$ cat src/verilog/smcg_map.svh
// Purpose: Register map, field positions, reset values and wake counts
// Assumes: 8-bit register port, one clock
// Notes:   Definitions only
`ifndef SMCG_MAP_SVH
`define SMCG_MAP_SVH

// ----------------------------------------------------------------
// Register offsets and fields
// ----------------------------------------------------------------
`define SMCG_CTRL_OFS       8'h00
`define SMCG_PWR_OFS        8'h01
`define SMCG_STAT_OFS       8'h02

// Control register fields
`define SMCG_CTRL_MODE_LSB  0
`define SMCG_CTRL_MODE_MSB  2
`define SMCG_CTRL_SE_BIT    3
`define SMCG_CTRL_ASY_BIT   4
`define SMCG_CTRL_TPD_BIT   5
`define SMCG_CTRL_RST       8'h00

// Power register fields
`define SMCG_PWR_CONV_BIT   0
`define SMCG_PWR_ACD_BIT    1
`define SMCG_PWR_AREF_BIT   2
`define SMCG_PWR_WDT_BIT    3
`define SMCG_PWR_LVL0_BIT   4
`define SMCG_PWR_LVL1_BIT   5
`define SMCG_PWR_RST        8'h00

// Status register fields
`define SMCG_STAT_MODE_LSB  0
`define SMCG_STAT_MODE_MSB  2
`define SMCG_STAT_SLP_BIT   3
`define SMCG_STAT_WAKE_BIT  4
`define SMCG_STAT_XCONV_BIT 5
`define SMCG_STAT_JTAG_BIT  6
`define SMCG_STAT_REF_BIT   7

// ----------------------------------------------------------------
// Wake-up counts in clock cycles
// ----------------------------------------------------------------
`define SMCG_IDLE_WAKE_CYC  4'h1
`define SMCG_STBY_WAKE_CYC  4'h6
`define SMCG_PD_WAKE_CYC    4'hc

`endif

$ cat src/verilog/smcg_pkg.sv
// Purpose: Types shared by the sleep clock gating block
// Assumes: Constants live in smcg_map.svh
// Notes:   Enums use one-hot or documented codes
package smcg_pkg;

    // ------------------------------------------------------------
    // Sleep mode and controller state codes
    // ------------------------------------------------------------
    typedef enum logic [2:0] {
        MODE_IDLE  = 3'h0,
        MODE_NR    = 3'h1,
        MODE_PD    = 3'h2,
        MODE_PS    = 3'h3,
        MODE_RSV4  = 3'h4,
        MODE_RSV5  = 3'h5,
        MODE_STBY  = 3'h6,
        MODE_XSTBY = 3'h7
    } smcg_mode_t;

    // Controller states
    typedef enum logic [2:0] {
        ST_RUN   = 3'b001,
        ST_SLEEP = 3'b010,
        ST_WAKE  = 3'b100
    } smcg_state_t;

    // ------------------------------------------------------------
    // Carriers
    // ------------------------------------------------------------
    typedef struct packed {
        logic [7:0] addr;
        logic [7:0] wdata;
        logic       wr;
        logic       rd;
    } smcg_bus_req_t;

    typedef struct packed {
        logic core_clock;
        logic program_memory_clock;
        logic io_clock;
        logic converter_clock;
        logic async_timer_clock;
        logic main_osc;
        logic timer_osc;
    } smcg_clk_t;

    typedef struct packed {
        logic converter;
        logic comparator;
        logic vref;
        logic brownout;
        logic watchdog;
        logic input_buffer;
        logic jtag;
    } smcg_sub_t;

    typedef struct packed {
        logic two_wire_port_match;
        logic timer2_event;
        logic spm_ready;
        logic converter_done;
        logic other_io_irq;
    } smcg_wake_t;

endpackage

$ cat src/verilog/smcg_core.sv
// Purpose: Sleep mode clock gating and wake control
// Assumes: 20 MHz reference clock kept running, pins synchronised here
// Notes:   Registers on a plain 8-bit port, read data one cycle later
//
// How it works
// - Decode three-bit mode; codes four, five reserved
// - Idle stops only core and memory clocks
// - Power-down stops all clocks and main oscillator
// - Standby keeps oscillator; wakes in six cycles
// - Standby modes need crystal clock source
// - Async clock, timer osc, timer2 wake need select
// - Deep modes: only line2 edge, level lines0/1
// - Enabled converter stays enabled in sleep
// - Re-enabled converter: next conversion is extended
// - Comparator auto-off beyond idle and noise reduction
// - Comparator on reference keeps reference enabled
// - Reference on when any user needs it
// - Fused brown-out detector runs in all modes
// - Enabled watchdog keeps running in sleep
// - Input buffers off when io, converter clocks stop
// - Debug fuse keeps main clock in deep modes
// - Test port off by disable bit or fuse
// - TDO undriven unless test port shifting
//
// Implementation choices: the strobed register port and the address map.
`timescale 1ns/100ps
`include "smcg_map.svh"
module smcg_core (
    // Clock and reset
    input  wire logic                  ref_clk_i,
    input  wire logic                  rst_n_i,
    // Register port
    input  wire smcg_pkg::smcg_bus_req_t bus_i,
    output logic [7:0]                 rdata_o,
    // Core side, same clock
    input  wire logic                  sleep_instr_i,
    input  wire logic                  conversion_start_i,
    input  wire smcg_pkg::smcg_wake_t  wake_src_i,
    // Pins and fuses
    input  wire logic [2:0]            ext_irq_line_i,
    input  wire logic                  crystal_select_i,
    input  wire logic                  brownout_enable_fuse_i,
    input  wire logic                  debug_enable_fuse_i,
    input  wire logic                  test_port_enable_fuse_i,
    input  wire logic                  tap_shifting_i,
    input  wire logic                  tap_tdo_i,
    // Gating and power outputs
    output smcg_pkg::smcg_clk_t        clk_en_o,
    output smcg_pkg::smcg_sub_t        sub_en_o,
    output logic                       tdo_o,
    output logic                       tdo_oe_o,
    // Status
    output logic                       sleeping_o,
    output logic                       wake_o,
    output logic                       extended_conv_o
);

    // ------------------------------------------------------------
    // State record
    // ------------------------------------------------------------
    typedef struct packed {
        smcg_pkg::smcg_state_t state;
        logic [2:0]            mode;
        logic [7:0]            ctrl;
        logic [7:0]            pwr;
        logic                  refused;
        logic [3:0]            cnt;
        logic                  ext_conv;
        logic [2:0]            irq_prev;
        logic [7:0]            rdata;
        logic                  wake_p;
        smcg_pkg::smcg_clk_t   clk;
        smcg_pkg::smcg_sub_t   sub;
        logic                  tdo;
        logic                  tdo_oe;
    } smcg_st_t;

    smcg_st_t s_r;
    smcg_st_t s_nxt;

    // ------------------------------------------------------------
    // Pin synchronisers
    // ------------------------------------------------------------
    logic [8:0] pin_raw;
    logic [8:0] pin_q;

    // Gather pins into one vector
    assign pin_raw = {ext_irq_line_i, crystal_select_i, brownout_enable_fuse_i,
                      debug_enable_fuse_i, test_port_enable_fuse_i,
                      tap_shifting_i, tap_tdo_i};

    smcg_sync2 #(
        .W (9)
    ) u_sync (
        .ref_clk_i (ref_clk_i),
        .rst_n_i   (rst_n_i),
        .d_i       (pin_raw),
        .q_o       (pin_q)
    );

    // Split synchronised pins
    wire logic [2:0] irq_q       = pin_q[8:6];
    wire logic       xtal_q      = pin_q[5];
    wire logic       bod_fuse_q  = pin_q[4];
    wire logic       dbg_fuse_q  = pin_q[3];
    wire logic       tpe_fuse_q  = pin_q[2];
    wire logic       tap_shift_q = pin_q[1];
    wire logic       tap_tdo_q   = pin_q[0];

    // ------------------------------------------------------------
    // Decode functions
    // ------------------------------------------------------------

    // Mode code legal and allowed with the present clock source
    function automatic logic mode_ok(input logic [2:0] m, input logic xtal);
        logic ok;
        case (smcg_pkg::smcg_mode_t'(m))
            smcg_pkg::MODE_RSV4,
            smcg_pkg::MODE_RSV5:  ok = 1'b0;
            smcg_pkg::MODE_STBY,
            smcg_pkg::MODE_XSTBY: ok = xtal;
            default:              ok = 1'b1;
        endcase
        return ok;
    endfunction

    // Clock domains and oscillators left running in a sleep mode
    function automatic smcg_pkg::smcg_clk_t clocks_for(input logic [2:0] m,
                                                       input logic       asy,
                                                       input logic       dbg);
        smcg_pkg::smcg_clk_t c;
        c = '0;
        case (smcg_pkg::smcg_mode_t'(m))
            smcg_pkg::MODE_IDLE:
            begin
                c.io_clock          = 1'b1;
                c.converter_clock   = 1'b1;
                c.async_timer_clock = asy;
                c.main_osc          = 1'b1;
                c.timer_osc         = asy;
            end
            smcg_pkg::MODE_NR:
            begin
                c.converter_clock   = 1'b1;
                c.async_timer_clock = asy;
                c.main_osc          = 1'b1;
                c.timer_osc         = asy;
            end
            smcg_pkg::MODE_PD:
                c.main_osc = dbg;
            smcg_pkg::MODE_PS:
            begin
                c.async_timer_clock = asy;
                c.timer_osc         = asy;
                c.main_osc          = dbg;
            end
            smcg_pkg::MODE_STBY:
                c.main_osc = 1'b1;
            smcg_pkg::MODE_XSTBY:
            begin
                c.async_timer_clock = asy;
                c.timer_osc         = asy;
                c.main_osc          = 1'b1;
            end
            default:
                c.main_osc = 1'b1;
        endcase
        return c;
    endfunction

    // Cycles from wake event to running core
    function automatic logic [3:0] wake_cycles(input logic [2:0] m);
        logic [3:0] n;
        case (smcg_pkg::smcg_mode_t'(m))
            smcg_pkg::MODE_IDLE,
            smcg_pkg::MODE_NR:    n = `SMCG_IDLE_WAKE_CYC;
            smcg_pkg::MODE_STBY,
            smcg_pkg::MODE_XSTBY: n = `SMCG_STBY_WAKE_CYC;
            default:              n = `SMCG_PD_WAKE_CYC;
        endcase
        return n;
    endfunction

    // Wake source qualification
    logic            wake_hit;
    wire logic       asy_sel  = s_r.ctrl[`SMCG_CTRL_ASY_BIT];
    wire logic       lvl0     = s_r.pwr[`SMCG_PWR_LVL0_BIT] & ~irq_q[0];
    wire logic       lvl1     = s_r.pwr[`SMCG_PWR_LVL1_BIT] & ~irq_q[1];
    // Any edge on the three lines, or active level on lines zero and one
    wire logic       ext_any  = (|(irq_q ^ s_r.irq_prev)) | lvl0 | lvl1;
    // Line two edge, lines zero and one only as levels
    wire logic       ext_deep = (irq_q[2] ^ s_r.irq_prev[2]) | lvl0 | lvl1;
    wire logic       t2_ok    = wake_src_i.timer2_event & asy_sel;

    // Sources allowed per mode
    always_comb
    begin
        wake_hit = 1'b0;
        case (smcg_pkg::smcg_mode_t'(s_r.mode))
            smcg_pkg::MODE_IDLE:
                wake_hit = ext_any | wake_src_i.two_wire_port_match | t2_ok
                           | wake_src_i.spm_ready | wake_src_i.converter_done
                           | wake_src_i.other_io_irq;
            smcg_pkg::MODE_NR:
                wake_hit = ext_deep | wake_src_i.two_wire_port_match | t2_ok
                           | wake_src_i.spm_ready
                           | wake_src_i.converter_done;
            smcg_pkg::MODE_PS,
            smcg_pkg::MODE_XSTBY:
                wake_hit = ext_deep | wake_src_i.two_wire_port_match
                           | t2_ok;
            default:
                wake_hit = ext_deep
                           | wake_src_i.two_wire_port_match;
        endcase
    end

    // ------------------------------------------------------------
    // Next state
    // ------------------------------------------------------------
    logic                conv_on;
    logic                acd;
    logic                cmp_ref;
    logic                jtag_on;
    logic                deep;
    smcg_pkg::smcg_clk_t clk_sel;

    always_comb
    begin
        s_nxt        = s_r;
        s_nxt.wake_p = 1'b0;
        s_nxt.irq_prev = irq_q;

        // Register writes, reserved bits kept zero
        if (bus_i.wr && bus_i.addr == `SMCG_CTRL_OFS)
            s_nxt.ctrl = bus_i.wdata & 8'h3f;
        if (bus_i.wr && bus_i.addr == `SMCG_PWR_OFS)
            s_nxt.pwr = bus_i.wdata & 8'h3f;
        // Extended conversion flag, set beats clear
        if (conversion_start_i)
            s_nxt.ext_conv = 1'b0;
        if (!s_r.pwr[`SMCG_PWR_CONV_BIT] && s_nxt.pwr[`SMCG_PWR_CONV_BIT])
            s_nxt.ext_conv = 1'b1;

        // Sleep sequencer
        case (s_r.state)
            smcg_pkg::ST_RUN:
            begin
                if (sleep_instr_i && s_r.ctrl[`SMCG_CTRL_SE_BIT])
                begin
                    if (mode_ok(s_r.ctrl[`SMCG_CTRL_MODE_MSB:`SMCG_CTRL_MODE_LSB],
                                xtal_q))
                    begin
                        s_nxt.state   = smcg_pkg::ST_SLEEP;
                        s_nxt.mode    = s_r.ctrl[`SMCG_CTRL_MODE_MSB:`SMCG_CTRL_MODE_LSB];
                        s_nxt.refused = 1'b0;
                    end
                    else
                        s_nxt.refused = 1'b1;
                end
            end
            smcg_pkg::ST_SLEEP:
            begin
                if (wake_hit)
                begin
                    s_nxt.state = smcg_pkg::ST_WAKE;
                    s_nxt.cnt   = wake_cycles(s_r.mode) - 4'h1;
                end
            end
            smcg_pkg::ST_WAKE:
            begin
                if (s_r.cnt == 4'h0)
                begin
                    s_nxt.state  = smcg_pkg::ST_RUN;
                    s_nxt.wake_p = 1'b1;
                end
                else
                    s_nxt.cnt = s_r.cnt - 4'h1;
            end
            default:
                s_nxt.state = smcg_pkg::ST_RUN;
        endcase

        // Clock gating for the coming cycle
        clk_sel = '1;
        clk_sel.async_timer_clock = s_nxt.ctrl[`SMCG_CTRL_ASY_BIT];
        clk_sel.timer_osc         = s_nxt.ctrl[`SMCG_CTRL_ASY_BIT];
        if (s_nxt.state != smcg_pkg::ST_RUN)
        begin
            clk_sel = clocks_for(s_nxt.mode, s_nxt.ctrl[`SMCG_CTRL_ASY_BIT],
                                 dbg_fuse_q);
        end
        if (s_nxt.state == smcg_pkg::ST_WAKE)
            clk_sel.main_osc = 1'b1;                             // Restart clock
        s_nxt.clk = clk_sel;

        // Subsystem power
        conv_on = s_nxt.pwr[`SMCG_PWR_CONV_BIT];
        acd     = s_nxt.pwr[`SMCG_PWR_ACD_BIT];
        cmp_ref = s_nxt.pwr[`SMCG_PWR_AREF_BIT] & ~acd;
        deep    = (s_nxt.state != smcg_pkg::ST_RUN)
                  && s_nxt.mode != 3'(smcg_pkg::MODE_IDLE)
                  && s_nxt.mode != 3'(smcg_pkg::MODE_NR);
        jtag_on = tpe_fuse_q & ~s_nxt.ctrl[`SMCG_CTRL_TPD_BIT];
        s_nxt.sub.converter    = conv_on;
        s_nxt.sub.comparator   = ~acd & ~deep;
        s_nxt.sub.vref         = bod_fuse_q | cmp_ref | conv_on;
        s_nxt.sub.brownout     = bod_fuse_q;
        s_nxt.sub.watchdog     = s_nxt.pwr[`SMCG_PWR_WDT_BIT];
        s_nxt.sub.input_buffer = clk_sel.io_clock
                                 | clk_sel.converter_clock;
        s_nxt.sub.jtag         = jtag_on;

        // Test data out, driven only while shifting
        s_nxt.tdo    = tap_tdo_q;
        s_nxt.tdo_oe = jtag_on & tap_shift_q;

        // Read data, one cycle after the strobe
        s_nxt.rdata = 8'h00;
        if (bus_i.rd)
        begin
            case (bus_i.addr)
                `SMCG_CTRL_OFS: s_nxt.rdata = s_r.ctrl;
                `SMCG_PWR_OFS:  s_nxt.rdata = s_r.pwr;
                `SMCG_STAT_OFS:
                begin
                    s_nxt.rdata[`SMCG_STAT_MODE_MSB:`SMCG_STAT_MODE_LSB] = s_r.mode;
                    s_nxt.rdata[`SMCG_STAT_SLP_BIT]   = (s_r.state == smcg_pkg::ST_SLEEP);
                    s_nxt.rdata[`SMCG_STAT_WAKE_BIT]  = (s_r.state == smcg_pkg::ST_WAKE);
                    s_nxt.rdata[`SMCG_STAT_XCONV_BIT] = s_r.ext_conv;
                    s_nxt.rdata[`SMCG_STAT_JTAG_BIT]  = s_r.sub.jtag;
                    s_nxt.rdata[`SMCG_STAT_REF_BIT]   = s_r.refused;
                end
                default:        s_nxt.rdata = 8'h00;
            endcase
        end
    end

    // ------------------------------------------------------------
    // State register
    // ------------------------------------------------------------
    always_ff @(posedge ref_clk_i)
    begin
        if (!rst_n_i)
        begin
            s_r       <= '0;
            s_r.state <= smcg_pkg::ST_RUN;
            s_r.ctrl  <= `SMCG_CTRL_RST;
            s_r.pwr   <= `SMCG_PWR_RST;
            s_r.clk   <= 7'h7a;                                  // Run clocks on
            s_r.irq_prev <= 3'h7;
        end
        else
        begin
            s_r <= s_nxt;
        end
    end

    // Outputs from the state record
    assign rdata_o         = s_r.rdata;
    assign clk_en_o        = s_r.clk;
    assign sub_en_o        = s_r.sub;
    assign tdo_o           = s_r.tdo;
    assign tdo_oe_o        = s_r.tdo_oe;
    assign sleeping_o      = (s_r.state != smcg_pkg::ST_RUN);
    assign wake_o          = s_r.wake_p;
    assign extended_conv_o = s_r.ext_conv;

endmodule

$ cat src/verilog/smcg_sync2.sv
// Purpose: Two-stage synchroniser for pin-level inputs
// Assumes: Inputs may change at any time
// Notes:   First stage feeds only the second
`timescale 1ns/100ps
module smcg_sync2 #(
    parameter int W = 1
) (
    // Clock and reset
    input  wire logic         ref_clk_i,
    input  wire logic         rst_n_i,
    // Data
    input  wire logic [W-1:0] d_i,
    output logic      [W-1:0] q_o
);

    typedef struct packed {
        logic [W-1:0] meta;
        logic [W-1:0] q;
    } smcg_sync_st_t;

    smcg_sync_st_t s_r;
    smcg_sync_st_t s_nxt;

    // Shift through both stages
    always_comb
    begin
        s_nxt      = s_r;
        s_nxt.meta = d_i;
        s_nxt.q    = s_r.meta;
    end

    // State register
    always_ff @(posedge ref_clk_i)
    begin
        if (!rst_n_i)
            s_r <= '0;
        else
            s_r <= s_nxt;
    end

    assign q_o = s_r.q;

endmodule
$ cat config.mk
export PLATFORM = sky130hd
export DESIGN_NAME = smcg_core
export DESIGN_NICKNAME = d
export VERILOG_FILES = /design/src/verilog/smcg_pkg.sv /design/src/verilog/smcg_core.sv /design/src/verilog/smcg_sync2.sv
export VERILOG_INCLUDE_DIRS = /design/src /design/src/verilog
export SDC_FILE = /design/constraint.sdc
export NUM_CORES = 1
export LEC_CHECK = 0
export ABC_CLOCK_PERIOD_IN_PS = 2500
export BUFFER_PORTS_ARGS = -buffer_cell sky130_fd_sc_hd__buf_2
export CAP_MARGIN = 10
export CORE_UTILIZATION = 53
export DETAILED_ROUTE_END_ITERATION = 10
export PLACE_DENSITY_LB_ADDON = 0.1
export SYNTH_ARGS = -nofsm -noshare
export SYNTH_HDL_FRONTEND = slang
export SYNTH_SLANG_ARGS = --single-unit
$ cat constraint.sdc
create_clock -name ref_clk_i -period 2.5 [get_ports ref_clk_i]
set_input_delay 0.5 -clock ref_clk_i [delete_from_list [all_inputs] [get_ports ref_clk_i]]
set_output_delay 0.5 -clock ref_clk_i [all_outputs]
set_load 0.02 [all_outputs]
Word-level counts from Yosys, hierarchy flattened. Index checks and enable logic that the tools add are counted. Widths: inputs -> output; s select.

Add/sub/neg operators: 2. Equality and inequality tests: 23. Muxes and demuxes: 28. Bitwise logic cells: 33. Reduce and logical (&&, ||, !) cells: 28.

Operators with widths (number): $eq 3x3->1 const B (9); $pmux 8 s3 (1); $mux 4 (5); $mux 6 (3); $or 1x1->1 (16); $pmux 4 s2 (2); $reduce_or 2->1 (7); $eq 3x2->1 const B (4); $mux 1 (10); $eq 3x1->1 const B (3); $mux 3 (3); $ne 3x1->1 const B (3); $pmux 3 s3 (1); $eq 8x1->1 const B (1); $eq 8x2->1 const B (1); $logic_not 8->1 (1); $not 1->1 (8); $reduce_or 4->1 (2); $sub 4x1->4 const B (2); $and 1x1->1 (7); $mux 7 (1); $logic_and 1x1->1 (6); $logic_not 3->1 (2); $reduce_and 2->1 (3); other kinds (11) (13).

Bits in registers: 70. Bits of input ports: 36. Output and inout bits: 27. Word-level logic and storage cells: 144.

Longest topological paths before layout. Gate-level depths: netlist of the first run.

Word-level depth: 17. Gate-level depth with buffers: 8. Depth with buffers taken out: 8.

Modules after synthesis. From an unflattened synthesis of the first run, not the netlist that was laid out.

Cells, all modules: 268. Area, all modules: 2675.1 um^2.

Modules (own cells, without submodules): smcg_core (times used 1, cells an instance 231, area an instance 2173.3 um^2, sequential area each 960.9 um^2); smcg_sync2 (times used 1, cells an instance 37, area an instance 501.7 um^2, sequential area each 360.3 um^2).

Least setup slack after synthesis of the first run. OpenSTA, ideal clock, no wires.

Path kind: register to register. Start point: register s_r[55] in the netlist's numbering. End point: register s_r[31] in the netlist's numbering. Library setup time: 0.120 ns. Arrival: 1.947 ns. Data required time: 2.380 ns. Setup slack: 0.433 ns. Stages on the path, launching flop included: 8. Path buffers: 1. Clock period less this slack: 2.067 ns. Path through: dfxtp_1 -> or3b_2 -> clkbuf_1 -> mux2i_1 -> ha_1 -> a21oi_1 -> a22o_1 -> o31a_1.

Word-level cells in the longest chain between the ends: 3. Elaborated cells on any way between the ends: 7. Those cells by class: eq/ne (4); mux (1); reduce/logical (2).

RTL lines: from (decl) (line smcg_core.sv:78) `smcg_st_t s_r;`; from (signal assigned) (line smcg_core.sv:355) `s_r <= s_nxt;`; $eq 3x3->1 / $eq 3x2->1 (equally long branches) (line smcg_core.sv:246) `case (s_r.state)`; $ne 2x2->1 (no line) / $reduce_bool 2->1 (equally long branches); $reduce_and 3->1 (no line).

Several ways; a longest one is shown, not always the timed one. A chain may end at the register's enable or synchronous reset.

Worst setup path after layout of the first run.
Start point: register s_r[54] in the netlist's numbering. End point: register s_r[31] in the netlist's numbering.

The elaborated chain is that of the path after synthesis.

==> results of run 1 <==
routing by layer:
metal	wire, microns	global-route usage [%]
met4	136	14.10
met1	2552	27.35
met2	2198	31.50
met3	184	3.841
met5	0	0
cells in the mapped netlist, types with 4 or more instances:
library cell  count
and2_1           24
nor3_1            4
clkbuf_1          7
dfxtp_1          66
inv_1            10
o21ai_0           8
mux2i_1          25
buf_4            22
nand2_1          14
nor2_1           38
a21oi_1          15
worst paths after layout:
check	startpoint	end	slack [ps]	cells past startpoint
max	s_r[54]$_SDFF_PN0_	s_r[31]$_SDFFE_PN0P_	330	6
min	tap_shifting_i	u_sync.s_nxt[1]$_SDFF_PN0_	370	2
max reg2reg	s_r[54]$_SDFF_PN0_	s_r[31]$_SDFFE_PN0P_	330	6
min reg2reg	u_sync.q_o[1]$_SDFF_PN0_	tdo_oe_o$_SDFF_PN0_	430	1
cell usage in the layout (no fill, tap or decap), drive strengths merged, types with 8 or more instances in the layout:
master and instances:
and2 25, dfxtp 66, nand2 14, mux2i 25
inv 10, o21ai 8, clkbuf 12, a21oi 17
buf 65, nor2 38
power by group:
group          total (uW)  internal (uW)  switching (uW)
Sequential           1080           1070            6.56
Clock                 980            589             390
Combinational        88.0           42.9            45.1
Total                2150           1700             442
cells by family (layout without fill, tap and decap cells):
family                   after synthesis  after routing
AND/OR/NAND/NOR                      108            108
flip-flops                            66             66
buffers and inverters                 42             91
AO/OA/AOI/OAI                         39             39
multiplexers                          26             26
adder cells (fa/ha/maj)                3              3
XOR/XNOR                               3              3
layout make-up:
| cell class | instances | share of cell area [%] |
|---|---|---|
| clock buffer | 12 | 4.614 |
| clock inverter | 4 | 2.387 |
| inverter | 10 | 1.193 |
| multi-input combinational | 179 | 36.40 |
| sequential | 66 | 42.00 |
| tap | 67 | 2.665 |
| timing repair buffer | 65 | 10.74 |
sequential cells by signal (all words and copies together) (netlist names):
name	flops
asy_sel	1
clk_en_o	5
extended_conv_o	1
rdata_o	8
s_r	25
sub_en_o	5
tdo_o	1
tdo_oe_o	1
u_sync.q_o	9
u_sync.s_nxt	9
wake_o	1
critical path: stages, from the launching register on:
cell	delay (ps)
dfxtp_1	380
or3b_2	600
mux2i_1	250
ha_1	260
a21oi_1	80
a22o_1	260
o31a_1	230
metrics by stage:
stage | area (sq um) | std cells
after floorplan | 2716 | 287
after global placement | 2925 | 387
after detailed placement | 2925 | 387
after CTS | 3146 | 403
after global routing | 3146 | 403
final | 3146 | 403
==> impl_metrics.csv, run 1 <==
group,metric,value,unit
run_status,status,"finished clean",
logic_synthesis,synth_edf_count,0,
floorplanning,core,4817,sq um
route,ant_nets,0,
layout,multiInputGateArea,1145,sq um
global_routing,grt_max_degree,35,
logic_synthesis,yosys_warnings,0,
timing,fmax,460.4,MHz
clocking,root_buffer,"clkbuf_8",
placement,gp_congestion,0.9153,
run,drv_cap,0,
timing,hold_viol_final,0,
logic_synthesis,synth-main-ff-cell,"dfxtp_1",
timing,setup_ws,327.8,ps
logic_synthesis,synth_top_area_share,48.64,%
worst_setup_path,cp_max_fo,8,
logic_synthesis,synth-compound-area-share,9.166,%
global_routing,antenna_found_initial,0,
logic_synthesis,syn_area,2716,sq um
global_routing,track_usage,20.95,%
floorplanning,row_count,25,
logic_synthesis,avgSynthCellArea,9.465,sq um
layout,fin_util,65.30,%
logic_synthesis,synth_simple_gate_area_share,21.00,%
power,ir_drop,0.5124,mV
floorplanning,die_x,73.59,microns
worst_setup_path,cp.arrival,2390,ps
worst_setup_path,cp.required,2720,ps
layout,fillerInstances,433,
power,pwr_density_cell,682.3,nW/um^2
logic_synthesis,synth_nets,326,
power,p_leak,0.001447,uW
timing,period_share,86.89,%
route,vias,1976,
clocking,cts_buffer_depth,2,
global_routing,grt_pass1_wl,8293,microns
logic_synthesis,synthAdderAreaFrac,1.382,%
route,routed_via_density,4.903,
logic_synthesis,synth_top_family_by_area,"simple AND/OR/NAND/NOR gates",
timing,skew,9.956,ps
route,firstDrtPassIters,4,
hold_path,worst_hold_path_type,"in -> reg",
logic_synthesis,yosys-top-cells-area,"dfxtp_1, mux2i_1, buf_4, and2_1, nor2_1",
timing,tns,0,ps
route,routed_wl,5072,microns
logic_synthesis,syn_inst,287,
global_routing,grt_pass1_vias,1791,
worst_setup_path,worstSetupPathType,"reg -> reg",
power,finalPower,2146,uW
clocking,cts_inserted_buffers,9,
timing,hold_slack,365.6,ps
timing,max-slew-margin-rel,61.23,%
placement,dpl.hpwl,3576,microns
worst_setup_path,critPathCaptureType,"flip-flop",
timing,tightest_slew,574.1,ps
floorplanning,die_area,5415,sq um
logic_synthesis,yosysTopAreaCell,"dfxtp_1",
layout,drive_above_1_share,26.19,%
floorplanning,die_h,73.59,microns
logic_synthesis,ys_ff_latch,66,
placement,place_ws,300.4,ps
placement,io_buffers,60,
floorplanning,ios,63,
logic_synthesis,muxShareOfSynthArea,9.627,%
layout,antenna_cells,0,
logic_synthesis,synthArstFlopShare,0,%
layout,regArea,1321,sq um
clocking,clock_latency,340,ps
global_routing,grt_overflow_total,0,
route,drt-initial-drc-count,113,
route,avgRoutedWirePerCell,12.59,microns
timing,setup_viol,0,
timing,fin_crit,2172,ps
clocking,cts_hold_buf,0,
clocking,cts_resized,0,
layout,nets,370,
layout,area_delta_synth_final,15.80,%
timing,rsz0062_at_grt,"false",
clocking,clk_pin_slew,70,ps
logic_synthesis,ys_types,44,
floorplanning,start_util,56.39,%
timing,slew_violations,0,
route,drc,0,
clocking,tritoncts,"yes",
clocking,cts.sinks,66,
worst_setup_path,critPathLaunchType,"flip-flop",
logic_synthesis,synthXorXnorAreaFrac,0.9673,%
clocking,htree_levels,3,
logic_synthesis,synth_seq_area_share,48.64,%
clocking,cts_setup_buffers,0,
Note: power is estimated with default switching activity, not from simulation.
==> inputs of run 2 (changes only) <==
ABC_AREA = 1   (was default)
CORE_MARGIN = 4   (was default)
SYNTH_HIERARCHICAL = 1   (was default)
==> impl_metrics.csv, run 2 <==
group,metric,value,unit
global_routing,antenna_found_initial,0,
logic_synthesis,avgSynthCellArea,7.749,sq um
layout,drive_above_1_share,25.48,%
timing,skew,8.710,ps
layout,final_cells,486,
logic_synthesis,netlist_top_cells_count,"nand2_1, dfxtp_1, inv_1",
layout,final_cell_mix,"nand2_1, dfxtp_1, inv_1, buf_2, nor2_1",
global_routing,met1_usage,22.05,%
placement,dpl.hpwl,3894,microns
logic_synthesis,synth_top_area_share,46.46,%
worst_setup_path,crit_buf_inv,2,
timing,tns,0,ps
worst_setup_path,crit_chain,"inv_1 > nand3_2 > buf_2",
run_status,status,"finished clean",
layout,antenna_cells,0,
power,ir_drop,0.3934,mV
layout,regArea,1321,sq um
layout,area_delta_synth_final,13.59,%
logic_synthesis,synthArstFlopShare,0,%
global_routing,grtUsageMet2,26.27,%
floorplanning,die_h,81.25,microns
route,avgRoutedWirePerCell,10.55,microns
timing,fin_crit,1541,ps
worst_setup_path,cpPeakStageDelay,370,ps
floorplanning,die_area,6602,sq um
hold_path,worst_hold_path_type,"in -> reg",
clocking,cts_inserted_buffers,9,
timing,hold_viol_final,0,
floorplanning,start_util,55.33,%
logic_synthesis,ys_types,33,
floorplanning,ios,63,
clocking,tritoncts,"yes",
power,pwr_density_cell,642.4,nW/um^2
worst_setup_path,r2r_setup_slack,980,ps
placement,gp_congestion,0.8737,
floorplanning,die_x,81.25,microns
logic_synthesis,synth-main-ff-cell,"dfxtp_1",
logic_synthesis,post-synth-top-count-cell,"nand2_1",
layout,multiInputGateArea,1055,sq um
global_routing,top_usage_layer,"met2",
global_routing,grt_pass1_wl,8452,microns
logic_synthesis,yosys_warnings,6,
worst_setup_path,critPathLaunchType,"flip-flop",
global_routing,met3_usage,3.991,%
power,p_leak,0.001740,uW
worst_setup_path,worstSetupPathType,"reg -> out",
timing,slew_violations,0,
route,drc,0,
global_routing,grt_max_degree,28,
logic_synthesis,synth_nets,406,
logic_synthesis,synth_edf_count,0,
route,vias,2176,
clocking,cts_resized,0,
layout,layout_commonest_cell,"nand2_1",
layout,regMostFlops,"s_r",
logic_synthesis,ys_ff_latch,66,
worst_setup_path,cp_max_fo,2,
clocking,cts_hold_buf,0,
logic_synthesis,syn_area,2844,sq um
worst_setup_path,cp.required,2000,ps
worst_setup_path,cp.arrival,1040,ps
route,ant_nets,0,
placement,io_buffers,60,
placement,dp.cells,471,
worst_setup_path,critPathSlowestCell,"dfxtp_1",
timing,fmax,648.8,MHz
clocking,clock_latency,340,ps
worst_setup_path,crit_family,"flip-flops",
timing,setup_viol,0,
route,drt-initial-drc-count,186,
clocking,root_buffer,"clkbuf_8",
timing,period_share,61.65,%
timing,tightest_slew,530.5,ps
logic_synthesis,syn_inst,367,
global_routing,grt_pass1_vias,1948,
route,routed_via_density,4.477,
clocking,cts_setup_buffers,0,
global_routing,track_usage,17.19,%
global_routing,grt_overflow_total,0,
clocking,cts.sinks,66,
run,drv_cap,0,
route,routed_wl,5125,microns
floorplanning,row_count,26,
logic_synthesis,yosysTopAreaCell,"dfxtp_1",
timing,rsz0062_at_grt,"false",
floorplanning,core,5140,sq um
clocking,cts_buffer_depth,2,
logic_synthesis,synth_seq_area_share,46.46,%
logic_synthesis,yosys-top-cells-area,"dfxtp_1, nand2_1, inv_1, buf_4, nor2_1",
clocking,htree_levels,3,
layout,fillerInstances,514,
timing,max-slew-margin-rel,64.59,%
route,firstDrtPassIters,4,
clocking,clk_pin_slew,70,ps
worst_setup_path,critPathCaptureType,"output port",
layout,nets,451,
layout,largest_reg_flops,25,
-- run 2: area by class of cell --
cell class	count	share of cell area, %
tap	70	2.711
clock buffer	13	5.229
inverter	68	7.901
multi-input combinational	206	32.65
timing repair buffer	61	9.527
clock inverter	2	1.084
sequential	66	40.90
-- run 2: metrics by stage --
step,worst slack (ps),cell area [sq um],hold WS [ps],total power [uW],utilization (%)
3_5_place_dp,631.8,3027,397.0,1197,58.89
3_3_place_gp,652.9,3027,392.6,1195,58.89
6_report,958.7,3231,345.3,2075,62.85
5_1_grt,837.3,3231,345.0,2157,62.85
4_1_cts,938.6,3231,331.6,2097,62.85
2_1_floorplan,975.2,2844,390.5,1164,-
-- run 2: path summary, 6_finish.rpt --
check / startpoint / to / cells past startpoint
worst max-delay path: s_r[55]$_SDFF_PN0_ / sleeping_o / 3
worst min-delay path: tap_tdo_i / u_sync/s_nxt[0]$_SDFF_PN0_ / 3
worst max register to register: s_r[51]$_SDFF_PN0_ / s_r[31]$_SDFFE_PN0P_ / 10
worst min register to register: u_sync/s_nxt[5]$_SDFF_PN0_ / u_sync/q_o[5]$_SDFF_PN0_ / 2
-- run 2: cells by family after synthesis --
| group | share of synthesized area, % |
|---|---|
| buffers and inverters | 16.45 |
| XOR/XNOR | 0.6160 |
| AO/OA/AOI/OAI | 8.139 |
| adder cells (fa/ha/maj) | 1.320 |
| flip-flops | 46.46 |
| AND/OR/NAND/NOR | 27.01 |
-- run 2: where the power goes --
group / switching (uW) / internal, uW / leakage [uW]
logic: 54.4 / 38.6 / 0.00110
clock network: 368 / 535 / 0.000106
registers: 6.51 / 1070 / 0.000538
-- run 2: worst reg2reg max path, delay by kind of cell (launching register included) --
family	cells	cell delay [ps]
DFF	1	390
adders and majority gates	2	350
and+or+nand+nor	4	280
buffers and inverters	2	170
xor gates and xnor gates	1	140
AOI/OAI and AO/OA	1	110
-- run 2: metal layers --
layer	wire (microns)	vias up
li1	-	1180
met1	2436	930
met2	2283	53
met3	278	13
met4	127	0
met5	0	-
==> inputs of run 3 (changes only) <==
ABC_AREA = 0   (was 1)
ABC_CLOCK_PERIOD_IN_PS = 1400   (was 2500)
CORE_UTILIZATION = 48   (was 53)
clock period = 1.4 ns   (was 2.5 ns; I/O delays follow)
==> impl_metrics.csv, run 3 <==
group,metric,value,unit
run_status,status,"complete, but fails checks",
run_status,violations,"negative setup slack",
worst_setup_path,cp.required,1640,ps
worst_setup_path,r2r_cells,5,
timing,tightest_slew,381.8,ps
layout,final_cells,438,
clocking,tritoncts,"yes",
floorplanning,die_h,82.65,microns
timing,skew,6.773,ps
floorplanning,start_util,51.08,%
logic_synthesis,syn_inst,268,
layout,nets,403,
power,pwr_density_cell,961.4,nW/um^2
layout,antenna_cells,0,
logic_synthesis,post-synth-top-count-cell,"dfxtp_1",
floorplanning,die_x,82.65,microns
logic_synthesis,avgSynthCellArea,9.982,sq um
clocking,cts_inserted_buffers,9,
global_routing,grt_overflow_total,0,
layout,area_delta_synth_final,41.53,%
worst_setup_path,critPathCaptureType,"flip-flop",
timing,hold_slack,143.6,ps
route,avgRoutedWirePerCell,13.83,microns
timing,fmax,539.2,MHz
clocking,htree_levels,3,
floorplanning,core,5238,sq um
clocking,clock_latency,340,ps
layout,largest_reg_flops,25,
worst_setup_path,cp_max_fo,4,
power,sequentialPowerShare,52.9,%
floorplanning,die_area,6831,sq um
global_routing,grt_max_degree,17,
logic_synthesis,synth-main-ff-cell,"dfxtp_1",
placement,dp.cells,417,
timing,rsz0062_at_grt,"true",
run,drv_cap,0,
logic_synthesis,yosys-top-cells-area,"dfxtp_1, mux2i_1, buf_4, nor2_1, and2_2",
placement,place_ws,-512.8,ps
logic_synthesis,synthArstFlopShare,0,%
floorplanning,row_count,26,
layout,regMostFlops,"s_r",
power,ir_drop,0.8756,mV
logic_synthesis,ys_ff_latch,66,
worst_setup_path,worstSetupPathType,"reg -> reg",
timing,setup_viol,31,
placement,dpl.hpwl,4414,microns
clocking,root_buffer,"clkbuf_8",
logic_synthesis,yosysTopAreaCell,"dfxtp_1",
clocking,cts.sinks,66,
timing,slew_violations,0,
power,switchingPower,765.8,uW
route,ant_nets,0,
clocking,cts_hold_buf,0,
logic_synthesis,synth_nets,307,
worst_setup_path,cp.arrival,2090,ps
logic_synthesis,netlist_top_cells_count,"dfxtp_1, nor2_1, buf_4",
timing,max-slew-margin-rel,73.82,%
power,power_frac_clock,41.4,%
route,vias,2120,
logic_synthesis,synth_seq_area_share,49.39,%
placement,gp_congestion,0.8035,
layout,drive_above_1_share,51.63,%
power,p_leak,0.001744,uW
logic_synthesis,yosys_warnings,6,
floorplanning,ios,63,
hold_path,hold_depth,2,
power,intPower,2874,uW
logic_synthesis,synth_top_area_share,49.39,%
route,drc,0,
power,p_sw_share,21.04,%
global_routing,track_usage,19.21,%
placement,placed_area,3293,sq um
power,combPwrFrac,5.7,%
layout,layout_commonest_cell,"dfxtp_1",
layout,final_cell_mix,"dfxtp_1, buf_2, buf_4, nor2_1, mux2i_1",
route,firstDrtPassIters,4,
timing,hold_viol_final,0,
placement,io_buffers,60,
route,drt-initial-drc-count,57,
route,routed_wl,6059,microns
timing,setup_ws,-454.4,ps
global_routing,antenna_found_initial,0,
hold_path,worst_hold_path_type,"in -> reg",
logic_synthesis,ys_types,51,
layout,fillerInstances,404,
clocking,cts_buffer_depth,2,
global_routing,grt_pass1_wl,9646,microns
logic_synthesis,syn_area,2675,sq um
layout,finish.instance_area,3786,sq um
global_routing,grt_pass1_vias,2066,
logic_synthesis,synth_edf_count,0,
clocking,clk_pin_slew,60,ps
worst_setup_path,critPathLaunchType,"flip-flop",
timing,period_share,132.5,%
route,routed_via_density,4.840,
timing,fin_crit,1854,ps
[run 3: changes by cell type in the layout (fill, tap and decap cells not counted), moves of 16 or more]
| cell | change |
|---|---|
| inv_1 | -53 |
| mux2i_1 | +18 |
| buf_4 | +40 |
| buf_6 | +16 |
| o21ai_0 | -16 |
| nand2_1 | -82 |
[run 3: area by class of cell]
type	count	area, sq um	area share, %
clock inverters	3	40.04	1.058
multi-input cells	161	1353	35.72
well taps	70	87.58	2.313
clock buffers	12	145.1	3.833
inverters	10	37.54	0.9914
repair buffers	116	798.3	21.08
flip-flops and latches	66	1325	35.00
[run 3: cell families after synthesis]
| group | count (synthesis) | share of synthesized area [%] |
|---|---|---|
| xor+xnor | 3 | 0.9824 |
| buf+inv | 42 | 9.355 |
| simple gates | 98 | 21.00 |
| mux | 22 | 8.279 |
| compound gates | 34 | 9.589 |
| flops | 66 | 49.39 |
| fa+ha+maj | 3 | 1.403 |
[run 3: critical path, stage by stage (launching register included)]
cell	delay [ps]
dfxtp_2	320
or3b_4	400
or2_4	290
a21oi_4	240
mux2_4	360
and2_4	140
[run 3: path summary, 6_finish.rpt]
kind	from	to	slack, ps
worst max-delay path	s_r[55]$_SDFF_PN0_	s_r[50]$_SDFF_PN0_	-450
worst min-delay path	debug_enable_fuse_i	u_sync/s_nxt[3]$_SDFF_PN0_	140
worst max register to register	s_r[55]$_SDFF_PN0_	s_r[50]$_SDFF_PN0_	-450
worst min register to register	u_sync/q_o[1]$_SDFF_PN0_	tdo_oe_o$_SDFF_PN0_	430
[run 3: timing repair]
item / 4_1_cts / 5_1_grt
gates resized for setup: 16 / 38
cloned: 0 / 1
pin swaps: 3 / 15
buffers inserted: 2 / 3
endpoints found under the setup margin: 31 / 42
[run 3: through the flow]
stage / TNS, ps / util (%) / power, uW
4_1_cts: -5397 / 68.25 / 3677
3_5_place_dp: -14490 / 62.88 / 2162
3_3_place_gp: -13630 / 62.88 / 2159
2_1_floorplan: -6751 / - / 2063
6_report: -6994 / 72.29 / 3640
5_1_grt: -9113 / 72.29 / 3787
[run 3: per-layer routing]
layer / track usage [%] / part of all wire (%) / vias up
met5: 0 / 0 / -
met4: 7.680 / 1.8 / 0
met3: 6.182 / 6.6 / 14
met2: 30.93 / 47 / 62
met1: 23.71 / 45 / 967
li1: - / - / 1077
[run 3: power by group through the flow]
stage / logic [uW] / registers [uW] / clock network (uW)
final: 206 / 1930 / 1510
after global routing: 227 / 1930 / 1630
after CTS: 199 / 1930 / 1550
after detailed placement: 193 / 1970 / 0
after global placement: 192 / 1970 / 0
after floorplan: 97.3 / 1970 / 0
